**src/rtl/idt_pkg.sv**
```systemverilog
// Shared constants and types for the instruction decode and timing block
package idt_pkg;
   localparam int WORD_W          = 14;
   localparam int FADDR_W         = 7;
   localparam int BITPOS_W        = 3;
   localparam int LIT_W           = 11;
   localparam int PTR_COUNT       = 2;
   localparam int OSC_PER_CYCLE   = 4;
   localparam int CYC_CNT_W       = 2;
   localparam real CLK_PERIOD_NS  = 5.0;

   localparam logic [FADDR_W-1:0] FADDR_MAX   = 7'h7F;
   localparam logic [5:0]         INDIRECT_HI = 6'h00;
   localparam logic [WORD_W-1:0]  WORD_RESET  = 14'h0000;

   typedef enum logic [1:0] {
      IDT_FMT_BYTE    = 2'h0,
      IDT_FMT_BIT     = 2'h1,
      IDT_FMT_LITCTRL = 2'h2
   } idt_fmt_type;

   typedef enum logic [3:0] {
      IDT_ST_FETCH = 4'h1,
      IDT_ST_EXEC  = 4'h2,
      IDT_ST_EXTRA = 4'h4,
      IDT_ST_FLUSH = 4'h8
   } idt_state_type;

   typedef struct packed {
      idt_fmt_type          fmt;
      logic [FADDR_W-1:0]   faddr;
      logic [BITPOS_W-1:0]  bitpos;
      logic                 dest;
      logic [LIT_W-1:0]     lit;
      logic                 ptr_num;
      logic [1:0]           mode;
      logic                 file_ref;
      logic                 file_wr;
      logic                 acc_wr;
      logic                 indirect;
      logic                 skip;
      logic                 two_cycle;
   } idt_dec_type;
endpackage

```
**src/rtl/idt_phase_div.sv**
```systemverilog
// Quarter-phase divider: four oscillator clocks per instruction cycle
`timescale 1ns/10ps
`default_nettype none
module idt_phase_div #(
   parameter int PHASES = idt_pkg::OSC_PER_CYCLE
) (
   input  wire logic              ref_clk_i,
   input  wire logic              rst_i,
   output logic [PHASES-1:0]      phase_o
);
   typedef struct packed {
      logic [PHASES-1:0] phase;
   } idt_div_type;

   idt_div_type r;
   idt_div_type next_r;

   always_comb
   begin
      next_r       = r;
      // Rotating one-hot phase, last bit ends the cycle
      next_r.phase = {r.phase[PHASES-2:0], r.phase[PHASES-1]};
   end

   always_ff @(posedge ref_clk_i or posedge rst_i)
   begin
      if (rst_i)
      begin
         r.phase <= {{(PHASES-1){1'b0}}, 1'b1};
      end
      else
      begin
         r <= next_r;
      end
   end

   assign phase_o = r.phase;
endmodule // idt_phase_div
`default_nettype wire

```
**src/rtl/idt_decoder.sv**
```systemverilog
// Instruction word decoder and instruction-cycle timing sequencer
`timescale 1ns/10ps
`default_nettype none
// How it works
// - One 14-bit word holds the opcode and all operands.
// - Every opcode falls into byte, bit, or literal/control format.
// - Instructions take one cycle unless another rule adds cycles.
// - Absolute call and call via accumulator take two cycles.
// - Return, return with literal, return from interrupt take two cycles.
// - Jumps, branches and taken skips take two cycles.
// - PC change or true test adds a second cycle run as no-op.
// - Indirect access with pointer into program memory adds one cycle.
// - One instruction cycle is four oscillator clocks.
// - File-register instructions read, modify, then write; bit tests only read.
// - Destination bit 0 writes accumulator, 1 writes file register.
// - File address field selects 0x00 to 0x7F in the bank.
// - Bit instructions select one bit of an 8-bit register.
// - Pointer number selects indirect pair 0 or 1.
// - Mode field selects pre/post increment or decrement.
// - Don't-care bits never change decoding.
module idt_decoder (
   input  wire logic                          ref_clk_i,
   input  wire logic                          rst_i,
   input  wire logic [idt_pkg::WORD_W-1:0]    prog_word_i,
   input  wire logic                          cond_true_i,
   input  wire logic                          pc_write_i,
   input  wire logic [idt_pkg::PTR_COUNT-1:0] ptr_in_prog_i,
   output logic                               fetch_o,
   output logic [1:0]                         fmt_o,
   output logic [idt_pkg::FADDR_W-1:0]        faddr_o,
   output logic [idt_pkg::BITPOS_W-1:0]       bitpos_o,
   output logic                               dest_o,
   output logic [idt_pkg::LIT_W-1:0]          lit_o,
   output logic                               ptr_num_o,
   output logic [1:0]                         mode_o,
   output logic                               file_rd_o,
   output logic                               file_wr_o,
   output logic                               acc_wr_o,
   output logic                               nop_o,
   output logic                               extra_o,
   output logic                               done_o,
   output logic [idt_pkg::CYC_CNT_W-1:0]      cycles_o
);
   typedef struct packed {
      idt_pkg::idt_state_type          st;
      idt_pkg::idt_dec_type            dec;
      logic                            flush_pend;
      logic                            fetch;
      logic                            file_rd;
      logic                            file_wr;
      logic                            acc_wr;
      logic                            done;
      logic [idt_pkg::CYC_CNT_W-1:0]   cyc;
      logic [idt_pkg::CYC_CNT_W-1:0]   cycles;
   } idt_core_type;

   idt_core_type r;
   idt_core_type next_r;
   logic [idt_pkg::OSC_PER_CYCLE-1:0] phase;

   idt_phase_div #(
      .PHASES (idt_pkg::OSC_PER_CYCLE)
   ) u_div (
      .ref_clk_i (ref_clk_i),
      .rst_i     (rst_i),
      .phase_o   (phase)
   );

   function automatic idt_pkg::idt_dec_type decode(
      input logic [idt_pkg::WORD_W-1:0] w
   );
      idt_pkg::idt_dec_type d;
      d          = '0;
      d.fmt      = idt_pkg::IDT_FMT_LITCTRL;
      d.faddr    = w[6:0] & idt_pkg::FADDR_MAX;
      d.bitpos   = w[9:7];
      d.dest     = w[7];
      d.lit      = w[10:0];
      casez (w)
         14'b00_0000_0000_1000,
         14'b00_0000_0000_1001:
            d.two_cycle = 1'b1;
         14'b00_0000_0000_1010:
            d.two_cycle = 1'b1;
         14'b00_0000_0000_1011:
            d.two_cycle = 1'b1;
         14'b00_0000_0001_????:
         begin
            d.indirect = 1'b1;
            d.ptr_num  = w[2];
            d.mode     = w[1:0];
            d.acc_wr   = ~w[3];
         end
         14'b00_0000_0???_????:
            d.fmt = idt_pkg::IDT_FMT_LITCTRL;
         14'b00_0001_0000_00??:
         begin
            d.fmt    = idt_pkg::IDT_FMT_BYTE;
            d.acc_wr = 1'b1;
         end
         14'b00_????_????_????:
         begin
            d.fmt      = idt_pkg::IDT_FMT_BYTE;
            d.file_ref = 1'b1;
            d.file_wr  = w[7];
            d.acc_wr   = ~w[7];
            d.skip     = (w[11:8] == 4'hB) || (w[11:8] == 4'hF);
         end
         14'b01_????_????_????:
         begin
            d.fmt      = idt_pkg::IDT_FMT_BIT;
            d.file_ref = 1'b1;
            d.file_wr  = ~w[11];
            d.skip     = w[11];
         end
         14'b10_????_????_????:
            d.two_cycle = 1'b1;
         14'b11_001?_????_????:
            d.two_cycle = 1'b1;
         14'b11_0100_????_????:
         begin
            d.two_cycle = 1'b1;
            d.acc_wr    = 1'b1;
         end
         14'b11_1111_????_????:
         begin
            d.indirect = 1'b1;
            d.ptr_num  = w[6];
            d.acc_wr   = ~w[7];
         end
         14'b11_0001_????_????:
            d.fmt = idt_pkg::IDT_FMT_LITCTRL;
         14'b11_0101_????_????, 14'b11_0110_????_????,
         14'b11_0111_????_????, 14'b11_1011_????_????,
         14'b11_1101_????_????:
         begin
            d.fmt      = idt_pkg::IDT_FMT_BYTE;
            d.file_ref = 1'b1;
            d.file_wr  = w[7];
            d.acc_wr   = ~w[7];
         end
         default:
            d.acc_wr = 1'b1;
      endcase
      // Indirect register addressed through the file field
      if (d.file_ref && (w[6:1] == idt_pkg::INDIRECT_HI))
      begin
         d.indirect = 1'b1;
         d.ptr_num  = w[0];
      end
      return d;
   endfunction

   always_comb
   begin
      next_r         = r;
      next_r.fetch   = 1'b0;
      next_r.file_rd = 1'b0;
      next_r.file_wr = 1'b0;
      next_r.acc_wr  = 1'b0;
      next_r.done    = 1'b0;
      case (r.st)
         idt_pkg::IDT_ST_FETCH:
         begin
            if (phase[idt_pkg::OSC_PER_CYCLE-1])
            begin
               next_r.dec   = decode(prog_word_i);
               next_r.fetch = 1'b1;
               next_r.cyc   = '0;
               next_r.st    = idt_pkg::IDT_ST_EXEC;
            end
         end
         idt_pkg::IDT_ST_EXEC:
         begin
            // Read always precedes the write, even for write-only ops
            next_r.file_rd = phase[1] & r.dec.file_ref;
            if (phase[idt_pkg::OSC_PER_CYCLE-1])
            begin
               next_r.file_wr = r.dec.file_wr;
               next_r.acc_wr  = r.dec.acc_wr;
               next_r.cyc     = r.cyc + 2'h1;
               next_r.flush_pend = r.dec.two_cycle | pc_write_i
                  | (r.dec.skip & cond_true_i);
               if (r.dec.indirect && ptr_in_prog_i[r.dec.ptr_num])
               begin
                  next_r.st = idt_pkg::IDT_ST_EXTRA;
               end
               else if (r.dec.two_cycle | pc_write_i
                        | (r.dec.skip & cond_true_i))
               begin
                  next_r.st = idt_pkg::IDT_ST_FLUSH;
               end
               else
               begin
                  next_r.done   = 1'b1;
                  next_r.cycles = r.cyc + 2'h1;
                  next_r.dec    = decode(prog_word_i);
                  next_r.fetch  = 1'b1;
                  next_r.cyc    = '0;
               end
            end
         end
         idt_pkg::IDT_ST_EXTRA:
         begin
            if (phase[idt_pkg::OSC_PER_CYCLE-1])
            begin
               next_r.cyc = r.cyc + 2'h1;
               if (r.flush_pend)
               begin
                  next_r.st = idt_pkg::IDT_ST_FLUSH;
               end
               else
               begin
                  next_r.done   = 1'b1;
                  next_r.cycles = r.cyc + 2'h1;
                  next_r.dec    = decode(prog_word_i);
                  next_r.fetch  = 1'b1;
                  next_r.cyc    = '0;
                  next_r.st     = idt_pkg::IDT_ST_EXEC;
               end
            end
         end
         idt_pkg::IDT_ST_FLUSH:
         begin
            // Last cycle executes as a no-op
            if (phase[idt_pkg::OSC_PER_CYCLE-1])
            begin
               next_r.flush_pend = 1'b0;
               next_r.done       = 1'b1;
               next_r.cycles     = r.cyc + 2'h1;
               next_r.dec        = decode(prog_word_i);
               next_r.fetch      = 1'b1;
               next_r.cyc        = '0;
               next_r.st         = idt_pkg::IDT_ST_EXEC;
            end
         end
         default:
            next_r.st = idt_pkg::IDT_ST_FETCH;
      endcase
   end

   always_ff @(posedge ref_clk_i or posedge rst_i)
   begin
      if (rst_i)
      begin
         r    <= '0;
         r.st <= idt_pkg::IDT_ST_FETCH;
      end
      else
      begin
         r <= next_r;
      end
   end

   assign fetch_o   = r.fetch;
   assign fmt_o     = r.dec.fmt;
   assign faddr_o   = r.dec.faddr;
   assign bitpos_o  = r.dec.bitpos;
   assign dest_o    = r.dec.dest;
   assign lit_o     = r.dec.lit;
   assign ptr_num_o = r.dec.ptr_num;
   assign mode_o    = r.dec.mode;
   assign file_rd_o = r.file_rd;
   assign file_wr_o = r.file_wr;
   assign acc_wr_o  = r.acc_wr;
   // One-hot state bits drive the flags straight from their flops
   assign nop_o     = r.st[3];
   assign extra_o   = r.st[2];
   assign done_o    = r.done;
   assign cycles_o  = r.cycles;
endmodule // idt_decoder
`default_nettype wire

```
**config.mk**
```make
export PLATFORM = sky130hd
export DESIGN_NAME = idt_decoder
export DESIGN_NICKNAME = d
export VERILOG_FILES = /design/src/rtl/idt_pkg.sv /design/src/rtl/idt_phase_div.sv /design/src/rtl/idt_decoder.sv
export SDC_FILE = /design/constraint.sdc
export NUM_CORES = 1
export LEC_CHECK = 0
export BUFFER_PORTS_ARGS = -buffer_cell sky130_fd_sc_hd__buf_2
export CORE_MARGIN = 3
export CORE_UTILIZATION = 49
export CTS_CLUSTER_SIZE = 8
export DETAILED_ROUTE_END_ITERATION = 7
export PLACE_DENSITY = 0.77
export RECOVER_POWER = 100
export SLEW_MARGIN = 20
export SYNTH_ARGS = -nofsm -noshare
export SYNTH_HDL_FRONTEND = slang
export SYNTH_HIERARCHICAL = 1
export SYNTH_SLANG_ARGS = --single-unit
```
**constraint.sdc**
```tcl
create_clock -name ref_clk_i -period 1.97 [get_ports ref_clk_i]
set_clock_uncertainty 0.1 [all_clocks]
set_input_delay 0.0985 -clock ref_clk_i [delete_from_list [all_inputs] [get_ports ref_clk_i]]
set_output_delay 0.0985 -clock ref_clk_i [all_outputs]
set_load 0.03 [all_outputs]
```
==> results of run 1 <==
## flip-flops by register name (all words and copies together), names as in the netlist
signal,count
r,11
bitpos_o,2
fmt_o,2
file_wr_o,1
file_rd_o,1
u_div/phase_o,4
done_o,1
acc_wr_o,1
extra_o,1
ptr_num_o,1
cycles_o,2
lit_o,3
fetch_o,1
mode_o,2
nop_o,1
faddr_o,6
## layout make-up
| type | instances | area [um^2] |
|---|---|---|
| well taps | 65 | 81.3 |
| fillers | 369 | 1680 |
| clock inverters | 1 | 30.0 |
| inverters | 15 | 56.3 |
| repair buffers | 92 | 537 |
| flip-flops and latches | 40 | 1010 |
| multi-input cells | 131 | 1050 |
| clock buffers | 7 | 96.3 |
## layer usage
| metal | share of wire [%] | up-vias | global-route usage (%) |
|---|---|---|---|
| met4 | 2.4 | 0 | 8.74 |
| met2 | 48 | 55 | 31.3 |
| li1 | - | 890 | - |
| met1 | 45 | 882 | 23.6 |
| met5 | 0 | - | 0 |
| met3 | 5.2 | 11 | 4.22 |
## worst register-to-register path: cells and delay by family, from the launching register on
kind / cells / cell delay (ns)
flops: 1 / 0.43
mux: 1 / 0.30
buf+inv: 1 / 0.15
simple gates: 2 / 0.71
compound gates: 2 / 0.23
## timing repair
action                                  CTS  global route
endpoints found under the hold margin    27             0
setup buffers                             4             0
endpoints found under the setup margin   17            24
hold buffers                              9             0
pin swaps                                 0             2
resized for setup                         1             5
gates cloned                              0             0
## where the power goes
group          internal (mW)  switching, mW  leakage (nW)
clock                  0.447          0.294        0.0645
sequential             0.836         0.0108         0.511
combinational         0.0712          0.108         0.722
## how the worst max path moves through the flow
stage / from / endpoint / slack [ns] / cells after the start
4_1_cts: nop_o$_DFFE_PP0P_ / mode_o[1]$_DFFE_PP0P_ / -0.06 / 6
2_1_floorplan: extra_o$_DFFE_PP0P_ / faddr_o[4]$_DFFE_PP0P_ / -0.14 / 7
6_report: nop_o$_DFFE_PP0P_ / mode_o[1]$_DFFE_PP0P_ / -0.06 / 6
3_3_place_gp: nop_o$_DFFE_PP0P_ / fmt_o[0]$_DFFE_PP0P_ / -0.03 / 6
5_1_grt: nop_o$_DFFE_PP0P_ / bitpos_o[1]$_DFFE_PP0P_ / -0.13 / 7
3_5_place_dp: nop_o$_DFFE_PP0P_ / mode_o[1]$_DFFE_PP0P_ / -0.07 / 6
## cell families after synthesis
logic type	after synthesis	synth area share (%)
buf+inv	54	15.0
mux	24	12.7
xor+xnor	3	1.10
compound gates	43	13.4
simple gates	61	15.9
flops	40	41.9
## cell usage after synthesis (3+ instances only)
library cell,instances
buf_4,29
o21ai_0,12
nor3_1,5
inv_1,15
buf_2,5
and3_1,5
nor2b_1,4
o41ai_1,3
nand2_1,19
mux2_4,12
a21oi_1,6
dfrtp_1,38
nor2_1,9
mux2i_1,10
## per-stage QoR
step / utilization [%] / worst slack, ns / cell area, um^2 / power (mW)
2_1_floorplan: - / -0.137 / 2400 / 0.987
3_3_place_gp: 58.6 / -0.0284 / 2660 / 1.03
3_5_place_dp: 58.6 / -0.0687 / 2660 / 1.03
4_1_cts: 64.1 / -0.0621 / 2910 / 1.78
5_1_grt: 63.0 / -0.132 / 2860 / 1.83
6_report: 63.0 / -0.0606 / 2860 / 1.77
==> summary.txt, run 1 <==
Run status -> finished with violations
Violated checks -> setup timing
Largest net degree at the start of global routing -> 19
Cell count after synthesis -> 225
First-pass GRT wire length -> 8.09 mm
Core ar. -> 4530 um^2
EDFF count, synth -> 0
Post-Synthesis Cell Area -> 2390 um^2
Initial Util -> 52.8%
Min-Delay Endpoint -> lit_o[9]$_DFFE_PP0P_
Most frequent cells in the layout -> clkbuf_1 (41), dfrtp_1 (36), nand2_1 (19), buf_4 (19), buf_2 (18)
Congestion Overflow GR -> 0
Synth area leaders -> dfrtp_1 (40%), buf_4 (9.1%), mux2_4 (7.5%)
Min Tclk post-route -> 2.03 ns
Yosys Warn Count -> 6
Crit-path leading delay family -> simple AND/OR/NAND/NOR gates
Inserted Clock Buffers -> 5
Initial antenna violation count -> 0
Most common cell after layout, fill and taps aside -> clkbuf_1
# diodes -> 0
Slowest cell delay on critical path -> 0.54 ns
Die Y -> 75.9 um
Synth top area share -> 39.7%
Htree depth -> 2
Reg2reg setup slack -> -0.06 ns
Drc violations -> 0
Hold WC Path Type -> input port to register
VDD IR-drop max -> 0.291 mV
Vias in the first global route -> 1739
Crit path kind -> register to register
Max-Cap Viols -> 0
Setup Viol. Count Final -> 20
Final Hold Viols -> 0
Total die area -> 5760 um^2
Critical R2R Capture -> mode_o[1]$_DFFE_PP0P_
Hold Startpoint -> prog_word_i[9]
WL/cell -> 14.6 um
Async set-reset flop share out of synthesis -> 100%
Setup TNS -> -0.759 ns
Routed Antenna Nets -> 0
Worst-path fanout max -> 11
Routability Congestion -> 0.844
Share of layout cells above drive strength 1 -> 27.3%
Chip width -> 75.9 um
Total length of routed wires -> 5.14 mm
Crit start category -> register
Area Overhead vs Synth -> 19.3%
Post-Layout Cell Count -> 351
Req. time, crit path -> 2.05 ns
Endpoint class of the critical path -> register
I/O Buffers -> 55
Lkg Pwr -> 1.30 nW
#FFs+latches synth -> 40
Reg2Reg Depth -> 6
Sequential share of the synthesized area -> 41.9%
Slew Limit Fails -> 0
Final net count -> 305
Clk sinks -> 40
Via Count -> 1838
Fin crit share -> 103%
Reg-to-Reg Start -> nop_o$_DFFE_PP0P_
Syn Area/Cell -> 10.6 um^2
All-Layer GR Usage -> 19.0%
TritonRoute pass-1 iters -> 4
Skew-Pair Late Insertion Delay -> 0.30 ns
Violation count after the first detailed-route iteration -> 103
Critical Path AT -> 2.11 ns
Worst path cell trace -> or4b_4 -> o211ai_2 -> o211ai_4 -> nor2_8 -> buf_12 -> mux2_4
Buffers and inverters on the worst path -> 1
Hold Path Depth -> 3
Placed cells -> 330
DPL Wire Length -> 3.69 mm
Vias/cell -> 5.24
I/O pin count -> 56
Hold_ws -> 0.0440 ns
CP max-delay cell -> or4b_4
Root Buffer -> clkbuf_8
Cell taking the most area after synthesis -> dfrtp_1
Synth Flop Type -> dfrtp_1
RSZ-0062 raised after global routing -> true
Worst-case clock buffer depth -> 2
Worst Slack Setup Final -> -0.0606 ns
Worst relative slew slack -> 54.1%
P per Cell Area -> 619 nW/um^2
Worst Tran Pin Value -> 0.688 ns
Syn nets -> 245
Max Clk Rate -> 0.492 GHz
Clk pin slew, worst setup/hold paths -> 0.07 ns
Distinct cells, synth -> 55
CTS tree -> built
Std cell rows -> 24
Note: power is estimated with default switching activity, not from simulation.
==> inputs of run 2 (changes only) <==
--- a/config.mk
+++ b/config.mk
@@ -7,13 +7,12 @@
 export LEC_CHECK = 0
 export BUFFER_PORTS_ARGS = -buffer_cell sky130_fd_sc_hd__buf_2
 export CORE_MARGIN = 3
-export CORE_UTILIZATION = 49
+export CORE_UTILIZATION = 48
 export CTS_CLUSTER_SIZE = 8
 export DETAILED_ROUTE_END_ITERATION = 7
-export PLACE_DENSITY = 0.77
+export PLACE_DENSITY = 0.76
 export RECOVER_POWER = 100
 export SLEW_MARGIN = 20
 export SYNTH_ARGS = -nofsm -noshare
 export SYNTH_HDL_FRONTEND = slang
-export SYNTH_HIERARCHICAL = 1
 export SYNTH_SLANG_ARGS = --single-unit
==> constraint.sdc (replaced) <==
create_clock -name ref_clk_i -period 1.7 [get_ports ref_clk_i]
set_clock_uncertainty 0.1 [all_clocks]
set_input_delay 0.085 -clock ref_clk_i [delete_from_list [all_inputs] [get_ports ref_clk_i]]
set_output_delay 0.085 -clock ref_clk_i [all_outputs]
set_load 0.03 [all_outputs]
==> summary.txt, run 2 <==
Syn nets -> 244 (-0.41%)
Cell taking the most area after synthesis -> dfrtp_1
Compound-gate portion of the synthesized area -> 16.5% (+3.1 points)
Adder-cell share of the synthesized area -> 0% (unchanged)
Most common cell after layout, fill and taps aside -> clkbuf_1
Most frequent cells in the layout -> clkbuf_1 (36), dfrtp_1 (35), buf_4 (35)
Max Clk Rate -> 0.471 GHz (-4.4%)
Skew-Pair Late Insertion Delay -> 0.29 ns (about the same)
Chip width -> 74.8 um (-1.4%)
Mux contribution to synthesized area -> 9.25% (-3.4 points)
Worst-case clock buffer depth -> 2 (unchanged)
Setup Viol. Count Final -> 30 (+50%)
Fin crit share -> 125% (+22 points)
P per Cell Area -> 666 nW/um^2 (+7.7%)
DPL Wire Length -> 3.76 mm (+1.8%)
Largest register FFs -> 11 (unchanged)
Final net count -> 315 (+3.3%)
Violation count after the first detailed-route iteration -> 124 (+20%)
Vias in the first global route -> 1799 (+3.5%)
Share of layout cells above drive strength 1 -> 38.2% (+11 points)
# diodes -> 0 (unchanged)
Via Count -> 1895 (+3.1%)
Top reg by flops -> r
Std cell rows -> 24 (unchanged)
Worst Slack Setup Final -> -0.424 ns (-0.363 ns)
Final design utilization -> 67.9% (+4.9 points)
Reg2reg setup slack -> -0.42 ns (-0.36 ns)
Flop pwr share -> 48.9% (+1.0 points)
Final Hold Viols -> 0 (unchanged)
Critical Path AT -> 2.20 ns (+0.09 ns)
Slew Limit Fails -> 0 (unchanged)
Setup TNS -> -9.61 ns (-8.85 ns)
Routed Antenna Nets -> 0 (unchanged)
Vias/cell -> 5.45 (+4.0%)
Reg2Reg Depth -> 7 (+1)
Syn Area/Cell -> 10.1 um^2 (-4.6%)
Setup crit start -> nop_o$_DFFE_PP0P_
#FFs+latches synth -> 40 (unchanged)
All-Layer GR Usage -> 20.9% (+1.9 points)
Area Overhead vs Synth -> 33.6%
Htree depth -> 2 (unchanged)
Routability Congestion -> 0.847 (+0.34%)
CTS tree -> built
Area of placed instances -> 2670 um^2 (+0.61%)
Core ar. -> 4470 um^2 (-1.3%)
Post-Synthesis Cell Area -> 2270 um^2 (-5.0%)
Int Pwr -> 1.51 mW (+12%)
Crit start category -> register
Yosys Warn Count -> 0 (-6)
Distinct cells, synth -> 54 (-1.8%)
Most numerous cell in the Yosys netlist -> dfrtp_1
Clk pin slew, worst setup/hold paths -> 0.08 ns (about the same)
Worst relative slew slack -> 34.3% (-20 points)
Worst-path fanout max -> 4 (-7)
Drc violations -> 0 (unchanged)
Synth Area in XOR/XNOR -> 1.16% (+0.058 points)
Run status -> finished with violations
Synth area leaders -> dfrtp_1 (42%), buf_4 (8.9%), mux2_2 (7.9%)
Initial Util -> 50.8% (-2.0 points)
Max-Cap Viols -> 0 (unchanged)
TritonRoute pass-1 iters -> 5 (+1)
Root Buffer -> clkbuf_8
Total die area -> 5600 um^2 (-2.8%)
Inserted Clock Buffers -> 5 (unchanged)
Comb power frac -> 12.8% (+2.7 points)
I/O Buffers -> 55 (unchanged)
Setup crit end -> ptr_num_o$_DFFE_PP0P_
Reg-to-Reg Start -> nop_o$_DFFE_PP0P_
Post-synthesis simple-gate area fraction -> 16.2% (+0.29 points)
Crit path kind -> register to register
Synth Flop Type -> dfrtp_1
Lkg Pwr -> 1.38 nW (+6.1%)
Req. time, crit path -> 1.78 ns (-0.27 ns)
Synth top area share -> 41.8% (+2.1 points)
Congestion Overflow GR -> 0 (unchanged)
RSZ-0062 raised after global routing -> true
Die Y -> 74.8 um (-1.4%)
Largest net degree at the start of global routing -> 41 (+22)
Total length of routed wires -> 5.81 mm (+13%)
First-pass GRT wire length -> 8.80 mm (+8.7%)
WL/cell -> 16.7 um (+14%)
Async set-reset flop share out of synthesis -> 100% (unchanged)
Sequential share of the synthesized area -> 44.1% (+2.2 points)
Sw power -> 508 uW (+23%)
Largest family of logic cells by synthesized area -> compound AO/OA/AOI/OAI gates
I/O pin count -> 56 (unchanged)
Critical R2R Capture -> ptr_num_o$_DFFE_PP0P_
Initial antenna violation count -> 0 (unchanged)
Clock share of power -> 38.3% (-3.6 points)
Hold WC Path Type -> input port to register
EDFF count, synth -> 0 (unchanged)
Violated checks -> setup timing
VDD IR-drop max -> 0.418 mV (+44%)
Endpoint class of the critical path -> register
Final design area excluding fillers -> 3040 um^2 (+6.3%)
Filler cells -> 347 (-6.0%)
Commonest cells post-synth -> dfrtp_1 (38), buf_4 (27), o21ai_0 (17)
Worst Tran Pin Value -> 0.986 ns (+0.298 ns)
Hold_ws -> 0.0259 ns (-0.0181 ns)
Min Tclk post-route -> 2.12 ns (+0.0930 ns)
Clk sinks -> 40 (unchanged)
Cell count after synthesis -> 224 (-0.44%)
Sw Ratio -> 25.1% (+1.8 points)
## run 2: changes by cell type after synthesis, moves of 3 or more
cell | previous run | this run
nor2_1 | 9 | 14
mux2_2 | 0 | 16
mux2_4 | 12 | 0
inv_1 | 15 | 3
nand2_1 | 19 | 14
mux2i_1 | 10 | 3
nor3_1 | 5 | 2
o31ai_1 | 0 | 6
o21ai_0 | 12 | 17
clkbuf_1 | 2 | 10
## run 2: how the worst min path moves through the flow
stage | start | endpoint | slack (ns) | cells past startpoint
after global placement | rst_i | u_div.phase_o[3]$_DFF_PP0_ | 0.13 | 3
after global routing | prog_word_i[10] | lit_o[10]$_DFFE_PP0P_ | 0.02 | 3
after floorplan | prog_word_i[7] | bitpos_o[0]$_DFFE_PP0P_ | 0.12 | 2
final | prog_word_i[10] | lit_o[10]$_DFFE_PP0P_ | 0.03 | 3
after detailed placement | rst_i | u_div.phase_o[2]$_DFF_PP0_ | 0.13 | 3
after CTS | prog_word_i[10] | lit_o[10]$_DFFE_PP0P_ | 0.03 | 3
## run 2: routing by layer
metal | part of all wire [%] | GRT usage [%]
met5 | 0 | 0
met4 | 1.7 | 8.10
met3 | 3.3 | 5.07
met2 | 50 | 33.3
met1 | 45 | 27.5
## run 2: stage by stage
stage | power, mW | instances | setup WS [ns]
2_1_floorplan | 1.17 | 224 | -0.629
3_3_place_gp | 1.23 | 327 | -0.330
3_5_place_dp | 1.24 | 327 | -0.371
4_1_cts | 2.03 | 347 | -0.372
5_1_grt | 2.10 | 348 | -0.467
6_report | 2.02 | 348 | -0.424
## run 2: logic make-up after synthesis
| family | count (synthesis) |
|---|---|
| AND/OR/NAND/NOR | 64 |
| multiplexers | 19 |
| XOR/XNOR | 3 |
| flip-flops | 40 |
| AO/OA/AOI/OAI | 53 |
| buffers and inverters | 45 |
## run 2: cell type report
class / count / area (um^2) / share of cell area, %
Multi-Input combinational cell: 139 / 1150 / 37.9
Sequential cell: 40 / 1010 / 33.2
Timing Repair Buffer: 106 / 691 / 22.7
Clock buffer: 5 / 68.8 / 2.27
Tap cell: 52 / 65.1 / 2.14
Clock inverter: 3 / 42.5 / 1.40
Inverter: 3 / 11.3 / 0.371
## run 2: what timing repair did
item                       CTS  global route
setup endpoints to repair   30            31
hold endpoints to repair    46             0
hold buffers                 8             0
gates resized for setup     21            17
pin swaps                    4             2
setup buffers                3             1
gates cloned                 1             0
## run 2: power by group through the flow
stage / Combinational [mW] / Clock (mW) / Sequential (mW)
final: 0.258 / 0.775 / 0.989
after global routing: 0.279 / 0.830 / 0.992
after CTS: 0.255 / 0.784 / 0.986
after detailed placement: 0.233 / 0 / 1.00
after global placement: 0.229 / 0 / 1.00
after floorplan: 0.174 / 0 / 1.00
## run 2: critical path, cell delays in order, from the launching register on
cell	delay [ns]
dfrtp_2	0.42
or4b_4	0.57
nand2_4	0.08
o311ai_4	0.13
buf_6	0.16
buf_4	0.13
buf_6	0.12
o41ai_2	0.29
==> inputs of run 3 (changes only) <==
--- a/config.mk
+++ b/config.mk
@@ -7,12 +7,12 @@
 export LEC_CHECK = 0
 export BUFFER_PORTS_ARGS = -buffer_cell sky130_fd_sc_hd__buf_2
 export CORE_MARGIN = 3
-export CORE_UTILIZATION = 48
+export CORE_UTILIZATION = 53
 export CTS_CLUSTER_SIZE = 8
 export DETAILED_ROUTE_END_ITERATION = 7
-export PLACE_DENSITY = 0.76
+export PLACE_DENSITY = 0.79
 export RECOVER_POWER = 100
-export SLEW_MARGIN = 20
+export SLEW_MARGIN = 25
 export SYNTH_ARGS = -nofsm -noshare
 export SYNTH_HDL_FRONTEND = slang
 export SYNTH_SLANG_ARGS = --single-unit
==> constraint.sdc (replaced) <==
create_clock -name ref_clk_i -period 2.12 [get_ports ref_clk_i]
set_clock_uncertainty 0.1 [all_clocks]
set_input_delay 0.106 -clock ref_clk_i [delete_from_list [all_inputs] [get_ports ref_clk_i]]
set_output_delay 0.106 -clock ref_clk_i [all_outputs]
set_load 0.03 [all_outputs]
==> summary.txt, run 3 (synthesis gave the netlist of run 2 again) <==
Total die area -> 5110 um^2 (-8.7%)
Routability Congestion -> 0.853 (+0.71%)
Critical Path AT -> 2.19 ns (about the same)
Worst Slack Setup Final -> 0.0170 ns (+0.441 ns)
Crit start category -> register
Clk pin slew, worst setup/hold paths -> 0.08 ns (about the same)
Top reg by flops -> r
Total length of routed wires -> 5.03 mm (-13%)
# diodes -> 0 (unchanged)
Placed cells -> 302 (-7.6%)
Setup TNS -> 0 ns (+9.61 ns)
All-Layer GR Usage -> 19.4% (-1.5 points)
Lkg Pwr -> 1.21 nW (-12%)
Post-Layout Cell Count -> 321 (-7.8%)
Vias in the first global route -> 1581 (-12%)
Req. time, crit path -> 2.21 ns (+0.43 ns)
RSZ-0062 raised after global routing -> true
Inserted Clock Buffers -> 5 (unchanged)
Run status -> finished, final reports clean
I/O Buffers -> 55 (unchanged)
Slowest cell delay on critical path -> 0.56 ns (about the same)
CTS tree -> built
Violation count after the first detailed-route iteration -> 155 (+25%)
Congestion Overflow GR -> 0 (unchanged)
Share of layout cells above drive strength 1 -> 30.6% (-7.5 points)
Final Hold Viols -> 0 (unchanged)
Clk sinks -> 40 (unchanged)
Hold WC Path Type -> input port to register
Max Clk Rate -> 0.476 GHz (+0.98%)
Worst relative slew slack -> 35.8% (+1.6 points)
Filler cells -> 325 (-6.3%)
Die Y -> 71.5 um (-4.4%)
Crit path kind -> register to register
CP max-delay cell -> or4b_4
Setup Viol. Count Final -> 0 (-100%)
P per Cell Area -> 592 nW/um^2 (-11%)
Largest net degree at the start of global routing -> 41 (unchanged)
Worst path cell trace -> or4b_4 -> nand2_4 -> o311ai_4 -> nor2_4 -> clkbuf_16 -> mux2_4
WL/cell -> 15.7 um (-6.2%)
Vias/cell -> 5.57 (+2.3%)
Max-Cap Viols -> 0 (unchanged)
Endpoint class of the critical path -> register
Place WS -> -0.0289 ns (+0.342 ns)
TritonRoute pass-1 iters -> 4 (-1)
Final Power -> 1.61 mW (-20%)
Initial Util -> 56.0% (+5.2 points)
Worst-case clock buffer depth -> 2 (unchanged)
Most frequent cells in the layout -> dfrtp_1 (35), clkbuf_1 (35), buf_2 (20)
Routed Antenna Nets -> 0 (unchanged)
Root Buffer -> clkbuf_8
Std cell rows -> 23 (-4.2%)
Htree depth -> 2 (unchanged)
Reg2reg setup slack -> 0.02 ns (+0.44 ns)
Initial antenna violation count -> 0 (unchanged)
Chip width -> 71.5 um (-4.4%)
Worst Tran Pin Value -> 0.962 ns (-0.0234 ns)
Worst-path fanout max -> 8 (+4)
Min Tclk post-route -> 2.10 ns (-0.0205 ns)
I/O pin count -> 56 (unchanged)
Largest register FFs -> 11 (unchanged)
Final design utilization -> 67.2% (-0.68 points)
Core ar. -> 4060 um^2 (-9.3%)
Skew-Pair Late Insertion Delay -> 0.30 ns (about the same)
DPL Wire Length -> 3.40 mm (-9.5%)
First-pass GRT wire length -> 7.73 mm (-12%)
Fin crit share -> 99.2% (-26 points)
Slew Limit Fails -> 0 (unchanged)
VDD IR-drop max -> 0.343 mV (-18%)
Final net count -> 290 (-7.9%)
Drc violations -> 0 (unchanged)
Via Count -> 1788 (-5.6%)
Area Overhead vs Synth -> 19.9%
run 3: cell types whose count changed in the layout (fill, tap and decap cells not counted), moves of 2 or more:
cell / previous run / this run
o31ai_2: 2 / 0
mux2_2: 1 / 8
buf_4: 35 / 16
o31ai_1: 4 / 6
mux2_4: 15 / 8
dlygate4sd3_1: 8 / 6
a211oi_1: 0 / 2
o21ai_1: 4 / 1
o21ai_0: 12 / 16
buf_6: 4 / 1
run 3: report_power, final:
part	total (mW)	internal, mW	leakage [nW]	switching, mW
registers	0.790	0.779	0.509	0.0116
clock network	0.644	0.355	0.0548	0.290
logic	0.179	0.0666	0.645	0.112
run 3: critical path: cells and delay by family, from the launching register on:
| family | cells | cell delay (ns) |
|---|---|---|
| buffers and inverters | 1 | 0.19 |
| AND/OR/NAND/NOR | 3 | 0.84 |
| flip-flops | 1 | 0.43 |
| AO/OA/AOI/OAI | 1 | 0.12 |
| multiplexers | 1 | 0.30 |
run 3: repair_timing:
item | in CTS | in global routing
endpoints found under the setup margin | 2 | 18
gates resized for setup | 2 | 9
setup buffers | 0 | 4
gates cloned | 0 | 1
hold buffers | 6 | 0
hold endpoints to repair | 43 | 0
pin swaps | 0 | 3
run 3: per-stage QoR:
step,instance area (um^2),hold slack [ns]
6_report,2730,0.00849
5_1_grt,2730,0.0219
4_1_cts,2680,0.00794
3_5_place_dp,2490,0.153
3_3_place_gp,2490,0.147
2_1_floorplan,2310,0.140
run 3: area by class of cell:
type | instances | area, um^2 | area share [%]
multi-input combinational | 139 | 1060 | 38.8
sequential | 40 | 1010 | 36.9
timing repair buffer | 81 | 473 | 17.3
clock buffer | 5 | 68.8 | 2.52
tap | 50 | 62.6 | 2.29
clock inverter | 3 | 46.3 | 1.70
inverter | 3 | 11.3 | 0.413
run 3: layer usage:
layer,global-route usage [%],part of all wire (%),up-vias
met4,7.72,2.4,0
li1,-,-,865
met5,0,0,-
met1,28.5,44,864
met2,28.0,48,47
met3,4.35,5.3,12
run 3: path summary, 6_finish.rpt:
kind                                       startpoint  cells past startpoint                         end
max                                 nop_o$_DFFE_PP0P_                      6           r[11]$_DFFE_PP0P_
min in group asynchronous                       rst_i                      4      faddr_o[0]$_DFFE_PP0P_
min                                    prog_word_i[7]                      3     bitpos_o[0]$_DFFE_PP0P_
max reg2reg                         nop_o$_DFFE_PP0P_                      6           r[11]$_DFFE_PP0P_
max in group asynchronous                       rst_i                      4           nop_o$_DFFE_PP0P_
min reg2reg                u_div.phase_o[2]$_DFF_PP0_                      0  u_div.phase_o[3]$_DFF_PP0_
